==> src/load_word_zero_pkg.sv <==
package load_word_zero_pkg;

   // Instruction field positions, big-endian bit numbering mapped to [31:0]
   localparam int OPCD_HI = 31;
   localparam int OPCD_LO = 26;
   localparam int TGT_HI = 25;
   localparam int TGT_LO = 21;
   localparam int BASE_HI = 20;
   localparam int BASE_LO = 16;
   localparam int IDX_HI = 15;
   localparam int IDX_LO = 11;
   localparam int DISP_HI = 15;
   localparam int DISP_LO = 0;
   localparam int XO_HI = 10;
   localparam int XO_LO = 1;

   localparam logic [5:0] OP_LOAD_UPD_IMM = 6'h21;
   localparam logic [5:0] OP_EXTENDED = 6'h1f;
   localparam logic [9:0] XO_LOAD_UPD_IDX = 10'h037;
   localparam logic [9:0] XO_LOAD_IDX = 10'h017;
   localparam logic [4:0] REG_ZERO = 5'h00;

   typedef enum logic [1:0] {
      ST_IDLE = 2'b00,
      ST_MEM = 2'b01,
      ST_WB = 2'b11
   } state_type;

   typedef enum logic [1:0] {
      FORM_NONE = 2'h0,
      FORM_UPD_IMM = 2'h1,
      FORM_UPD_IDX = 2'h2,
      FORM_IDX = 2'h3
   } form_type;

   typedef struct packed {
      logic we;
      logic [4:0] addr;
      logic [31:0] data;
   } reg_write_type;

   typedef struct packed {
      state_type state;
      form_type form;
      logic [4:0] tgt;
      logic [4:0] base;
      logic [31:0] eff_addr;
      logic mem_req;
      logic [31:0] load_data;
      reg_write_type tgt_wr;
      reg_write_type base_wr;
      logic done;
      logic fault;
      logic illegal;
      logic flt_held;
   } core_state_type;

endpackage : load_word_zero_pkg

==> src/load_word_zero_exec.sv <==
`timescale 1ns/100ps
`default_nettype none

module load_word_zero_exec (
   input wire logic clock,
   input wire logic rst_n,
   input wire logic clk_en,
   input wire logic issue_valid,
   input wire logic [31:0] issue_instr,
   output logic issue_ready,
   output logic [4:0] rd_base_sel,
   output logic [4:0] rd_index_sel,
   input wire logic [31:0] rd_base_data,
   input wire logic [31:0] rd_index_data,
   output logic mem_req,
   output logic [31:0] mem_addr,
   input wire logic mem_ack,
   input wire logic [31:0] mem_rdata,
   input wire logic mem_align_fault,
   input wire logic mem_storage_fault,
   output load_word_zero_pkg::reg_write_type tgt_wr,
   output load_word_zero_pkg::reg_write_type base_wr,
   output logic done,
   output logic fault,
   output logic illegal
);

   load_word_zero_pkg::core_state_type cur_ff;
   load_word_zero_pkg::core_state_type nxt_cur;
   logic [5:0] opcd;
   logic [9:0] xo;
   logic [31:0] disp_ext;
   load_word_zero_pkg::form_type dec_form;
   logic [4:0] tgt_field;
   logic [31:0] ea_base_term;
   logic [31:0] ea_offset_term;
   logic [31:0] ea_sum;
   logic tgt_we_ok;
   logic base_upd_ok;
   logic dec_known;
   logic issue_take;

   ////////////////////////////////////////////////////////////////////////////
   // Decode, read-port selection follows the instruction on issue

   assign opcd = issue_instr[load_word_zero_pkg::OPCD_HI:load_word_zero_pkg::OPCD_LO];
   assign xo = issue_instr[load_word_zero_pkg::XO_HI:load_word_zero_pkg::XO_LO];
   assign tgt_field = issue_instr[load_word_zero_pkg::TGT_HI:load_word_zero_pkg::TGT_LO];
   // Read selects follow the raw fields; the register file answers in the same cycle
   assign rd_base_sel = issue_instr[load_word_zero_pkg::BASE_HI:load_word_zero_pkg::BASE_LO];
   assign rd_index_sel = issue_instr[load_word_zero_pkg::IDX_HI:load_word_zero_pkg::IDX_LO];
   assign issue_take = issue_valid && issue_ready;

   // Offset bits copy straight through; every bit above them repeats the sign
   generate
      for (genvar i = 0; i < $bits(disp_ext); i++) begin : g_disp_ext
         if (i > load_word_zero_pkg::DISP_HI - load_word_zero_pkg::DISP_LO) begin : g_sign
            assign disp_ext[i] = issue_instr[load_word_zero_pkg::DISP_HI];
         end else begin : g_field
            assign disp_ext[i] = issue_instr[load_word_zero_pkg::DISP_LO + i];
         end
      end
   endgenerate

   always_comb begin
      dec_form = load_word_zero_pkg::FORM_NONE;
      if (opcd == load_word_zero_pkg::OP_LOAD_UPD_IMM) begin
         dec_form = load_word_zero_pkg::FORM_UPD_IMM;
      end else if (opcd == load_word_zero_pkg::OP_EXTENDED) begin
         if (xo == load_word_zero_pkg::XO_LOAD_UPD_IDX) begin
            dec_form = load_word_zero_pkg::FORM_UPD_IDX;
         end else if (xo == load_word_zero_pkg::XO_LOAD_IDX) begin
            dec_form = load_word_zero_pkg::FORM_IDX;
         end
      end
   end

   // Anything else is reported as illegal, never executed
   assign dec_known = (dec_form != load_word_zero_pkg::FORM_NONE);

   ////////////////////////////////////////////////////////////////////////////
   // Effective address: one adder serves all three forms

   always_comb begin
      // A zero base field stands for the value zero, not for register zero
      if (rd_base_sel == load_word_zero_pkg::REG_ZERO) begin
         ea_base_term = '0;
      end else begin
         ea_base_term = rd_base_data;
      end
      if (dec_form == load_word_zero_pkg::FORM_UPD_IMM) begin
         ea_offset_term = disp_ext;
      end else begin
         ea_offset_term = rd_index_data;
      end
      ea_sum = ea_base_term + ea_offset_term;
   end

   ////////////////////////////////////////////////////////////////////////////
   // Write qualification, judged from what the access left behind

   always_comb begin
      // A faulting access leaves every register as it was
      tgt_we_ok = !cur_ff.flt_held;
      base_upd_ok = !cur_ff.flt_held;
      if (cur_ff.form == load_word_zero_pkg::FORM_IDX) begin
         base_upd_ok = 1'b0;
      end
      if (cur_ff.base == load_word_zero_pkg::REG_ZERO) begin
         base_upd_ok = 1'b0;
      end
      // Base equal to target: the loaded word must not be overwritten
      if (cur_ff.base == cur_ff.tgt) begin
         base_upd_ok = 1'b0;
      end
   end

   ////////////////////////////////////////////////////////////////////////////
   // Sequencer
   // Three steps: take and add, wait for the answer, write back

   always_comb begin
      nxt_cur = cur_ff;
      // Pulses fall back to zero unless a state raises them
      nxt_cur.tgt_wr.we = 1'b0;
      nxt_cur.base_wr.we = 1'b0;
      nxt_cur.done = 1'b0;
      nxt_cur.fault = 1'b0;
      nxt_cur.illegal = 1'b0;
      case (cur_ff.state)
         load_word_zero_pkg::ST_IDLE: begin
            if (issue_take) begin
               nxt_cur.form = dec_form;
               nxt_cur.tgt = tgt_field;
               nxt_cur.base = rd_base_sel;
               if (!dec_known) begin
                  // Not one of ours: flag it and stay idle
                  nxt_cur.illegal = 1'b1;
                  nxt_cur.done = 1'b1;
               end else begin
                  // Operands are caught here; the register file may change after issue
                  nxt_cur.eff_addr = ea_sum;
                  // Request is registered, so its address is already stable
                  nxt_cur.mem_req = 1'b1;
                  nxt_cur.state = load_word_zero_pkg::ST_MEM;
               end
            end
         end
         load_word_zero_pkg::ST_MEM: begin
            if (mem_ack) begin
               nxt_cur.mem_req = 1'b0;
               nxt_cur.load_data = mem_rdata;
               // Held privately until write-back so that fault pulses with done
               nxt_cur.flt_held = mem_align_fault | mem_storage_fault;
               nxt_cur.state = load_word_zero_pkg::ST_WB;
            end
         end
         load_word_zero_pkg::ST_WB: begin
            // Both writes and the fault report leave together with done
            nxt_cur.tgt_wr.we = tgt_we_ok;
            nxt_cur.tgt_wr.addr = cur_ff.tgt;
            nxt_cur.tgt_wr.data = cur_ff.load_data;
            nxt_cur.base_wr.we = base_upd_ok;
            nxt_cur.base_wr.addr = cur_ff.base;
            nxt_cur.base_wr.data = cur_ff.eff_addr;
            nxt_cur.fault = cur_ff.flt_held;
            nxt_cur.flt_held = 1'b0;
            nxt_cur.done = 1'b1;
            nxt_cur.state = load_word_zero_pkg::ST_IDLE;
         end
         default: begin
            nxt_cur.state = load_word_zero_pkg::ST_IDLE;
            nxt_cur.mem_req = 1'b0;
            nxt_cur.flt_held = 1'b0;
         end
      endcase
   end

   ////////////////////////////////////////////////////////////////////////////
   // State register

   // Clock enable low freezes every bit, registered outputs included
   always_ff @(posedge clock or negedge rst_n) begin
      if (!rst_n) begin
         cur_ff <= '0;
      end else if (clk_en) begin
         cur_ff <= nxt_cur;
      end
   end

   ////////////////////////////////////////////////////////////////////////////
   // Outputs; no exception-register or condition-field port exists at all

   // Ready and the two read selects are the combinational outputs; ready drops with the clock enable
   assign issue_ready = (cur_ff.state == load_word_zero_pkg::ST_IDLE) && clk_en;

   // The request and its address come straight from the state register
   assign mem_req = cur_ff.mem_req;
   assign mem_addr = cur_ff.eff_addr;

   // Write ports carry one-cycle enables; address and data linger harmlessly
   assign tgt_wr = cur_ff.tgt_wr;
   assign base_wr = cur_ff.base_wr;

   // Done and fault pulse in the write-back cycle; illegal pulses with done the cycle after issue
   assign done = cur_ff.done;
   assign fault = cur_ff.fault;
   assign illegal = cur_ff.illegal;

endmodule : load_word_zero_exec

`default_nettype wire

==> config.mk <==
export PLATFORM = sky130hd
export DESIGN_NAME = load_word_zero_exec
export DESIGN_NICKNAME = d
export VERILOG_FILES = /design/src/load_word_zero_pkg.sv /design/src/load_word_zero_exec.sv
export SDC_FILE = /design/constraint.sdc
export NUM_CORES = 1
export LEC_CHECK = 0
export BUFFER_PORTS_ARGS = -buffer_cell sky130_fd_sc_hd__clkbuf_2
export CAP_MARGIN = 30
export CORE_UTILIZATION = 30
export DETAILED_ROUTE_END_ITERATION = 10
export PLACE_DENSITY = 0.54
export SLEW_MARGIN = 20
export SYNTH_ARGS = -nofsm -noshare
export SYNTH_HDL_FRONTEND = slang
export SYNTH_SLANG_ARGS = --single-unit
==> constraint.sdc <==
create_clock -name clock -period 2.75 [get_ports clock]
set_input_delay 0.275 -clock clock [delete_from_list [all_inputs] [get_ports clock]]
set_output_delay 0.275 -clock clock [all_outputs]
set_load 0.01 [all_outputs]
==> impl.org, run 1 <==
** Routing
- The routed design has 25.87 mm of wire.
- The routed layout has 7339 vias.
- The count of nets left with antenna violations once routing finished came out at 0.
- Initial drt markers :: 374
- In the routed layout, each cell is associated on average with a via count of 4.672.
- For this run, design rule violations remaining after detail routing come to 0.
- Total iterations of the first detailed-routing run :: 5
- Dividing the detail-routed wire length by the instance count gives approximately 16 microns.

** Yosys
- For this run, the number of Yosys warnings is 0.
- Of the synthesized area, sequential elements account for 0.4252.
- After synthesis, the cell types taking the most area are sky130_fd_sc_hd__dfrtp_1 43%, sky130_fd_sc_hd__mux2_2 15%, sky130_fd_sc_hd__buf_4 9.5%.
- Cell Area, Synth :: 9356 sq um
- Ranking of synthesized cells by instance count :: 159 x sky130_fd_sc_hd__dfrtp_1, 122 x sky130_fd_sc_hd__mux2_2, 119 x sky130_fd_sc_hd__buf_4
- Number of synthesized register bits :: 159
- The average instance in the mapped netlist occupies around 11 sq um.
- Number of nets in the synthesized netlist :: approximately 1100
- Counting flops with an async set or reset pin after synthesis yields a share of 1.000.
- sky130_fd_sc_hd__dfrtp_1 takes more of the synthesized area than any other cell.
- Number of instances in the synthesized netlist :: 888
- In the synthesized netlist the dominant register cell turns out to be sky130_fd_sc_hd__dfrtp_1.
- Area fraction of the dominant cell type after synthesis :: 0.4252
- Number of enable flip-flop cells after synthesis :: 0
- Number of distinct library cells after synthesis :: 64
- Most common cell in the synthesized netlist :: sky130_fd_sc_hd__dfrtp_1

** Global route
- The number of global-route vias before repair was 7114.
- Across every metal layer, demand over resource in global routing totals 0.1613.
- Number of antenna violations at the first check in global routing :: 0
- Total global routing overflow :: 0
- Wire length of the first global-routing pass :: 39.30 mm
- Largest net degree at the start of global routing :: 65

** Status
- Outcome :: finished, violations left
- Violated checks :: setup timing

** Floorplanning
- Die width :: 178.6 microns
- The initial utilization of the core area, before any placement, comes to 0.3051.
- Die outline area :: 31900 sq um
- Rows :: 64
- Standard cell core area :: 30670 sq um
- Overall die height :: 178.6 microns
- Top-Level Pins :: 258

** Critical path
- Required time reported for the critical path endpoint :: 3060 ps
- Data arrival time of the critical path :: ~3500 ps
- Worst setup path class :: in -> reg
- Series of cell instances along the critical path :: buf_6, nand2b_4, or4_4, buf_8, a21o_1, ha_4, and4_1, and3_4, or4b_4, o211ai_1, a311oi_2, xnor2_1, mux2_4
- Largest incremental delay on the critical path :: 630 ps
- The slowest stage of the critical path is the sky130_fd_sc_hd__or4_4 cell.
- Grouping stages by cell kind, the critical path spends the most delay in simple AND/OR/NAND/NOR gates.
- The worst setup path is launched from a primary input.
- Capturing element type of the critical path :: flop
- Flop2flop setup slack :: 450 ps
- The critical path contains buffers and inverters numbering 2 combined.
- Along the worst path, the maximum fanout reaches 5.

** Pwr
- For this design the static power due to leakage is 0.006243 uW.
- Cell internal pwr :: about 6300 uW
- Reported net switching power :: about 2800 uW
- Of the total power, the share spent switching nets is 0.3100.
- Of the total power, the clock network draws 0.279.
- Sequential cell fraction of total power :: 0.391
- Comb power frac :: 0.330
- Power spread over the standard cell area amounts to 724.3 nW/um^2.
- Peak VDD IR :: 0.4194 mV

** Timing
- In this run the tightest slew margin relative to its limit is 0.5488.
- After routing, the total negative slack on setup checks comes to -5005 ps.
- Subtracting the final worst setup slack from the clock period gives 3145 ps.
- In the finished design, the share of the clock period the worst path needs comes to 1.144.
- Setup repair after global routing could not meet its margin everywhere.
- Pins Over Slew Limit :: 0
- The total count of hold-check failures in the final report is 0.
- Setup violations remaining at the end of the flow were counted as 23.
- Across all hold checks on the routed design, the worst slack comes to 51.64 ps.
- Slew @ Worst Pin :: 676.8 ps
- Across all setup checks in the final design, the least slack found is -394.7 ps.
- The clock arrives with 20.02 ps of skew.
- Fmax achieved :: 318.0 MHz

** Clocking
- The clock passes through at most 2 buffers.
- Clock root buffer master :: sky130_fd_sc_hd__clkbuf_16
- Clock-pin slew of the registers on the worst-case setup and hold paths :: 60 ps
- The clock drives 159 sinks.
- Clock buffers created by TritonCTS :: 17
- Clock tree from TritonCTS :: done
- The H-tree generated during clock tree synthesis spans 4 levels.
- At the later pin of the worst-skew pair, clock insertion delay measures 430 ps.

** Final layout
- In the final layout, the share of cells above drive strength 1 is 0.5498.
- Relative to the synthesized area, the layout overhead comes to 34.38%.
- Fin cells :: 1571
- Area taken by multi-input logic gates :: 4808 sq um
- NumNets Final :: 1333
- Diodes inserted :: 0
- After routing the design area is ~13000 sq um.
- In the final layout, flip-flops and latches occupy 3979 sq um.
- The layout has 3019 filler cells.

** Run
- Across the run, the number of max-cap violations was 0.

** Min path
- In this run the worst hold path is classified as in -> reg.

** Placed design
- At the end of routability-driven placement, the weighted congestion stood at 0.8026.
- Input and output buffers added on the ports amount to 257.
- At the placement stage, the worst setup path has a slack of -881.8 ps.
- DP Wirelength :: 19.95 mm
- Placement-stage cell area :: 11430 sq um
- Cell count after placement :: 1521
final cells by class:
type / instances / share of cell area
clock buffers: 22 / 0.03692
inverters: 9 / 0.002687
well taps: 396 / 0.03941
flip-flops and latches: 159 / 0.3164
clock inverters: 9 / 0.01264
repair buffers: 414 / 0.2095
multi-input cells: 562 / 0.3824
layer usage:
metal / track usage / share of wire
met5: 0 / 0
met4: 0.03778 / 0.0099
met3: 0.03474 / 0.056
met2: 0.2653 / 0.47
met1: 0.2146 / 0.46
worst register-to-register path, cell delays in order, from the launching register on:
cell and delay, ps:
sky130_fd_sc_hd__dfrtp_1 400, sky130_fd_sc_hd__inv_1 80, sky130_fd_sc_hd__ha_1 300, sky130_fd_sc_hd__and2_1 200, sky130_fd_sc_hd__nand2_1 150, sky130_fd_sc_hd__a21o_2 430
sky130_fd_sc_hd__buf_4 270, sky130_fd_sc_hd__a21o_1 190, sky130_fd_sc_hd__a22oi_1 200
through the flow:
stage,util,power [uW]
after floorplan,-,5807
after global placement,0.3726,6432
after detailed placement,0.3726,6510
after CTS,0.3998,9161
after global routing,0.4100,9699
final,0.4100,9106
worst paths after layout:
kind | startpoint | end | cells past startpoint
worst min register to register | cur_ff[156] | cur_ff[156] | 2
worst max-delay path | issue_instr[27] | mem_addr[26] | 13
worst max register to register | cur_ff[157] | cur_ff[157] | 8
max in group asynchronous | rst_n | base_wr[35] | 3
worst min-delay path | issue_instr[24] | cur_ff[153] | 3
min in group asynchronous | rst_n | tgt_wr[13] | 2
logic make-up after synthesis:
group	after synthesis	share of synthesized area
buffers and inverters	168	0.1221
flip-flops	159	0.4252
XOR/XNOR	25	0.02340
AO/OA/AOI/OAI	168	0.1210
AND/OR/NAND/NOR	208	0.1106
adder cells (fa/ha/maj)	35	0.04761
multiplexers	125	0.1500
flip-flops by register name, summed over array words and instances, names as in the netlist:
name,cells
cur_ff,47
base_wr,38
tgt_wr,38
mem_addr,32
done,1
fault,1
illegal,1
mem_req,1
cell usage in the layout (no fill, tap or decap), types with 20 or more instances in the layout:
master / synthesis / final
sky130_fd_sc_hd__a21o_1: 29 / 28
sky130_fd_sc_hd__a21oi_1: 33 / 23
sky130_fd_sc_hd__buf_4: 119 / 137
sky130_fd_sc_hd__clkbuf_2: 1 / 255
sky130_fd_sc_hd__dfrtp_1: 159 / 159
sky130_fd_sc_hd__ha_1: 34 / 20
sky130_fd_sc_hd__mux2_2: 122 / 117
sky130_fd_sc_hd__nand2_1: 92 / 89
sky130_fd_sc_hd__nor2_1: 26 / 20
sky130_fd_sc_hd__nor2b_1: 33 / 32
power groups by stage:
stage	Combinational [uW]	Sequential, uW	Clock (uW)
2_1_floorplan	2350	3460	0
3_3_place_gp	2860	3570	0
3_5_place_dp	2900	3610	0
4_1_cts	2970	3570	2620
5_1_grt	3310	3670	2720
6_report	3010	3560	2540
repair_timing:
action | 4_1_cts | 5_1_grt
hold buffers | 1 | 0
pin swaps | 16 | 35
endpoints found under the hold margin | 60 | 0
cloned | 0 | 2
setup buffers | 7 | 12
gates resized for setup | 35 | 50
endpoints found under the setup margin | 24 | 24
Note: power is estimated with default switching activity, not from simulation.
==> inputs of run 2 (changes only) <==
Settings changed: CORE_ASPECT_RATIO set to 1.4.
==> run 2 against run 1 <==
Effect of this change:
- critical endpoint is now mem_addr[30]
- largest power group unchanged
- routed wire length fell by 1.1%
- flip-flop and latch count did not move
- clock skew fell by 14 ps
- the flow still finishes with violations (setup timing)
==> impl.org, run 2 (synthesis results as in run 1) <==
** Pwr
- The share of total power in sequential cells was 0.389 (-0.002).
- Peak VDD IR :: 0.3732 mV (-11%)
- Power per Cell Area :: 740.0 nW/um^2 (+2.2%)
- Comb power frac :: 0.319 (-0.011)
- Cell internal pwr :: 6340 uW (+0.90%)
- Reported net switching power :: 2818 uW (-0.21%)
- Leakage power :: 0.006179 uW (-1.0%)
- The switching part of the total power is 0.3077 (-0.002356).
- Clk network pwr share :: 0.293 (+0.014)

** Placed design
- The count of port buffers added during placement came to 257 (unchanged).
- The detailed placer's ending HPWL was 20.23 mm (+1.4%).
- Routability Congestion :: 0.8461 (+5.4%)
- Cell count after placement :: 1508 (-0.85%)

** Clocking
- Buffer levels on the longest clock path :: 2 (unchanged)
- Clock tree from TritonCTS :: done
- Clock latency on the worst-skew pair :: 440 ps (about the same)
- H-tree levels :: 4 (unchanged)
- Clock buffers created by TritonCTS :: 17 (unchanged)
- Clock root buffer master :: sky130_fd_sc_hd__clkbuf_16
- Clock Sinks :: 159 (unchanged)
- Clock-pin slew of the registers on the worst-case setup and hold paths :: 60 ps (about the same)

** Floorplanning
- Die width :: 151.3 microns (-15%)
- Top-Level Pins :: 258 (unchanged)
- The cell row count was 76 (+19%).
- Die outline area :: 31910 sq um (about the same)
- The initial standard-cell utilization of the core came to 0.3046 (-0.0004474).
- The core area was 30710 sq um (+0.15%).
- Overall die height :: 211.0 microns (+18%)

** Timing
- Number of endpoints with negative hold slack in the final report :: 0 (unchanged)
- Tmin final :: 3169 ps (+24.65 ps)
- The post-route worst setup slack was -419.3 ps (-24.65 ps).
- The worst clock skew was 6.500 ps (-13.52 ps).
- Pins Over Slew Limit :: 0 (unchanged)
- The maximum clock rate came to 315.5 MHz (-0.78%).
- Setup repair after global routing could not meet its margin everywhere.
- The setup total negative slack came to -4782 ps (+223.8 ps).
- The setup-violating endpoint count in the final report was 22 (-4.3%).
- The slew at the pin with the worst max-slew slack was 555.7 ps (-121.1 ps).
- The worst slew margin relative to its limit came to 0.6295 (+0.08071).
- The post-route clock period utilization is 1.152 (+0.008964).

** Final layout
- The layout net count is 1318 (-1.1%).
- Top library cells by usage in the layout, fill and taps aside :: 255 x sky130_fd_sc_hd__clkbuf_2, 159 x sky130_fd_sc_hd__dfrtp_1, 125 x sky130_fd_sc_hd__buf_4
- The proportion of layout cells with a drive suffix above 1 was 0.5306 (-0.01921).
- Counting flops per register, the top entry is cur_ff.
- Leaving out fill and tap cells, the most frequent cell in the layout is sky130_fd_sc_hd__clkbuf_2.
- Fin cells :: 1552 (-1.2%)
- Seq. cell area :: 3979 sq um (unchanged)
- From synthesis to final layout, the design area changed by 32.25%.
- The area of combinational cells with multiple inputs came to 4725 sq um (-1.7%).
- Largest register FFs :: 47 (unchanged)
- Count of fill cells added during filler insertion :: 3105 (+2.8%)

** Global route
- The largest net degree at the start of global routing is 60 (-7.7%).
- Wire length of the first global-routing pass :: 40.14 mm (+2.1%)
- The total global-route track usage was 0.1654 (+0.004050).
- Total global routing overflow :: 0 (unchanged)
- The number of antenna violations at the first check in global routing was 1 (+1).
- The number of global-route vias before repair came to 7465 (+4.9%).

** Routing
- Initial drt markers :: 235 (-37%)
- Total DRC errors in the routed layout :: 0 (unchanged)
- Total routed wirelength :: 25.59 mm (-1.1%)
- The number of iterations in the first detailed-routing pass is 5 (unchanged).
- The wire length per cell was 16.49 microns (+0.16%).
- ANT nets after route :: 0 (unchanged)
- Number of vias per cell :: 4.640 (-0.67%)
- The via count is 7202 (-1.9%).

** Status
- Violated checks :: setup timing
- Outcome :: finished, violations left

** Min path
- Hold crit path type :: in -> reg
- The cell depth of the worst hold path came to 3 (unchanged).

** Critical path
- The largest fanout on the critical path came to 6 (+1).
- The required time of the critical path came to 3080 ps (+20 ps).
- The worst setup path is captured at a flop.
- Worst setup path class :: in -> reg
- The worst reg-to-reg path cell count is 10 (+2).
- The endpoint arrival time on the critical path is 3500 ps (+50 ps).
- Category of the worst setup path launch point :: primary input

** Run
- The number of maximum-capacitance constraint violations was 0 (unchanged).
[run 2: changes by cell type in the layout (fill, tap and decap cells not counted), sizes merged]
| cell | before | now |
|---|---|---|
| buf | 157 | 144 |
| bufinv | 4 | 5 |
| clkbuf | 278 | 275 |
| clkinvlp | 1 | 2 |
| diode | 0 | 1 |
| inv | 9 | 10 |
| or4 | 4 | 3 |
[run 2: worst max-delay path: stages]
cell                       delay, ps
sky130_fd_sc_hd__buf_6            90
sky130_fd_sc_hd__nand2b_4        130
sky130_fd_sc_hd__or4_4           580
sky130_fd_sc_hd__buf_6           170
sky130_fd_sc_hd__mux2_4          300
sky130_fd_sc_hd__ha_4            270
sky130_fd_sc_hd__and4_4          220
sky130_fd_sc_hd__and3_4          180
sky130_fd_sc_hd__or4b_4          500
sky130_fd_sc_hd__o21a_1          150
sky130_fd_sc_hd__a211o_1         290
sky130_fd_sc_hd__a32o_1          210
sky130_fd_sc_hd__a21o_1          150
[run 2: power groups by stage]
stage / clock [uW] / sequential (uW) / combinational, uW
3_3_place_gp: 0 / 3580 / 2830
6_report: 2680 / 3560 / 2920
4_1_cts: 2770 / 3580 / 2920
5_1_grt: 2850 / 3690 / 3230
2_1_floorplan: 0 / 3460 / 2350
3_5_place_dp: 0 / 3620 / 2870
[run 2: final timing paths]
| path | from | endpoint | slack, ps |
|---|---|---|---|
| setup / recovery | issue_instr[27] | mem_addr[30] | -420 |
| hold / removal | issue_instr[25] | cur_ff[154] | 40 |
| setup reg to reg | cur_ff[157] | mem_addr[31] | 560 |
| hold reg to reg | cur_ff[85] | tgt_wr[5] | 500 |
| max in group asynchronous | rst_n | tgt_wr[1] | 1600 |
| min in group asynchronous | rst_n | base_wr[33] | 360 |
[run 2: per-stage QoR]
stage          total power, uW  utilization  hold WS [ps]  cell area, sq um  worst slack, ps
3_5_place_dp              6494       0.3696         270.3             11350           -968.3
6_report                  9157       0.4029         35.40             12370           -419.3
4_1_cts                   9271       0.3957         8.202             12150           -342.8
3_3_place_gp              6410       0.3696         263.2             11350           -906.2
5_1_grt                   9761       0.4029         30.62             12370           -443.6
2_1_floorplan             5807            -        -20.59              9647           -786.0
[run 2: routing by layer]
metal,GRT usage,part of all wire,up-vias
met1,0.1908,0.41,3450
met3,0.02851,0.042,32
li1,-,-,3535
met5,0,0,-
met2,0.3009,0.53,185
met4,0.05793,0.017,0
[run 2: cell type report]
type,instances,share of cell area
timing repair buffer,400,0.2006
tap,390,0.03943
clock buffer,20,0.03691
antenna,1,0.0002022
inverter,9,0.002730
sequential,159,0.3215
multi-input combinational,561,0.3818
clock inverter,12,0.01678
[run 2: timing repair]
item                                    4_1_cts  5_1_grt
hold buffers                                  1        0
endpoints found under the setup margin       23       24
endpoints found under the hold margin        49        0
pin swaps                                     4       19
setup buffers                                 5        5
gates resized for setup                      15       37
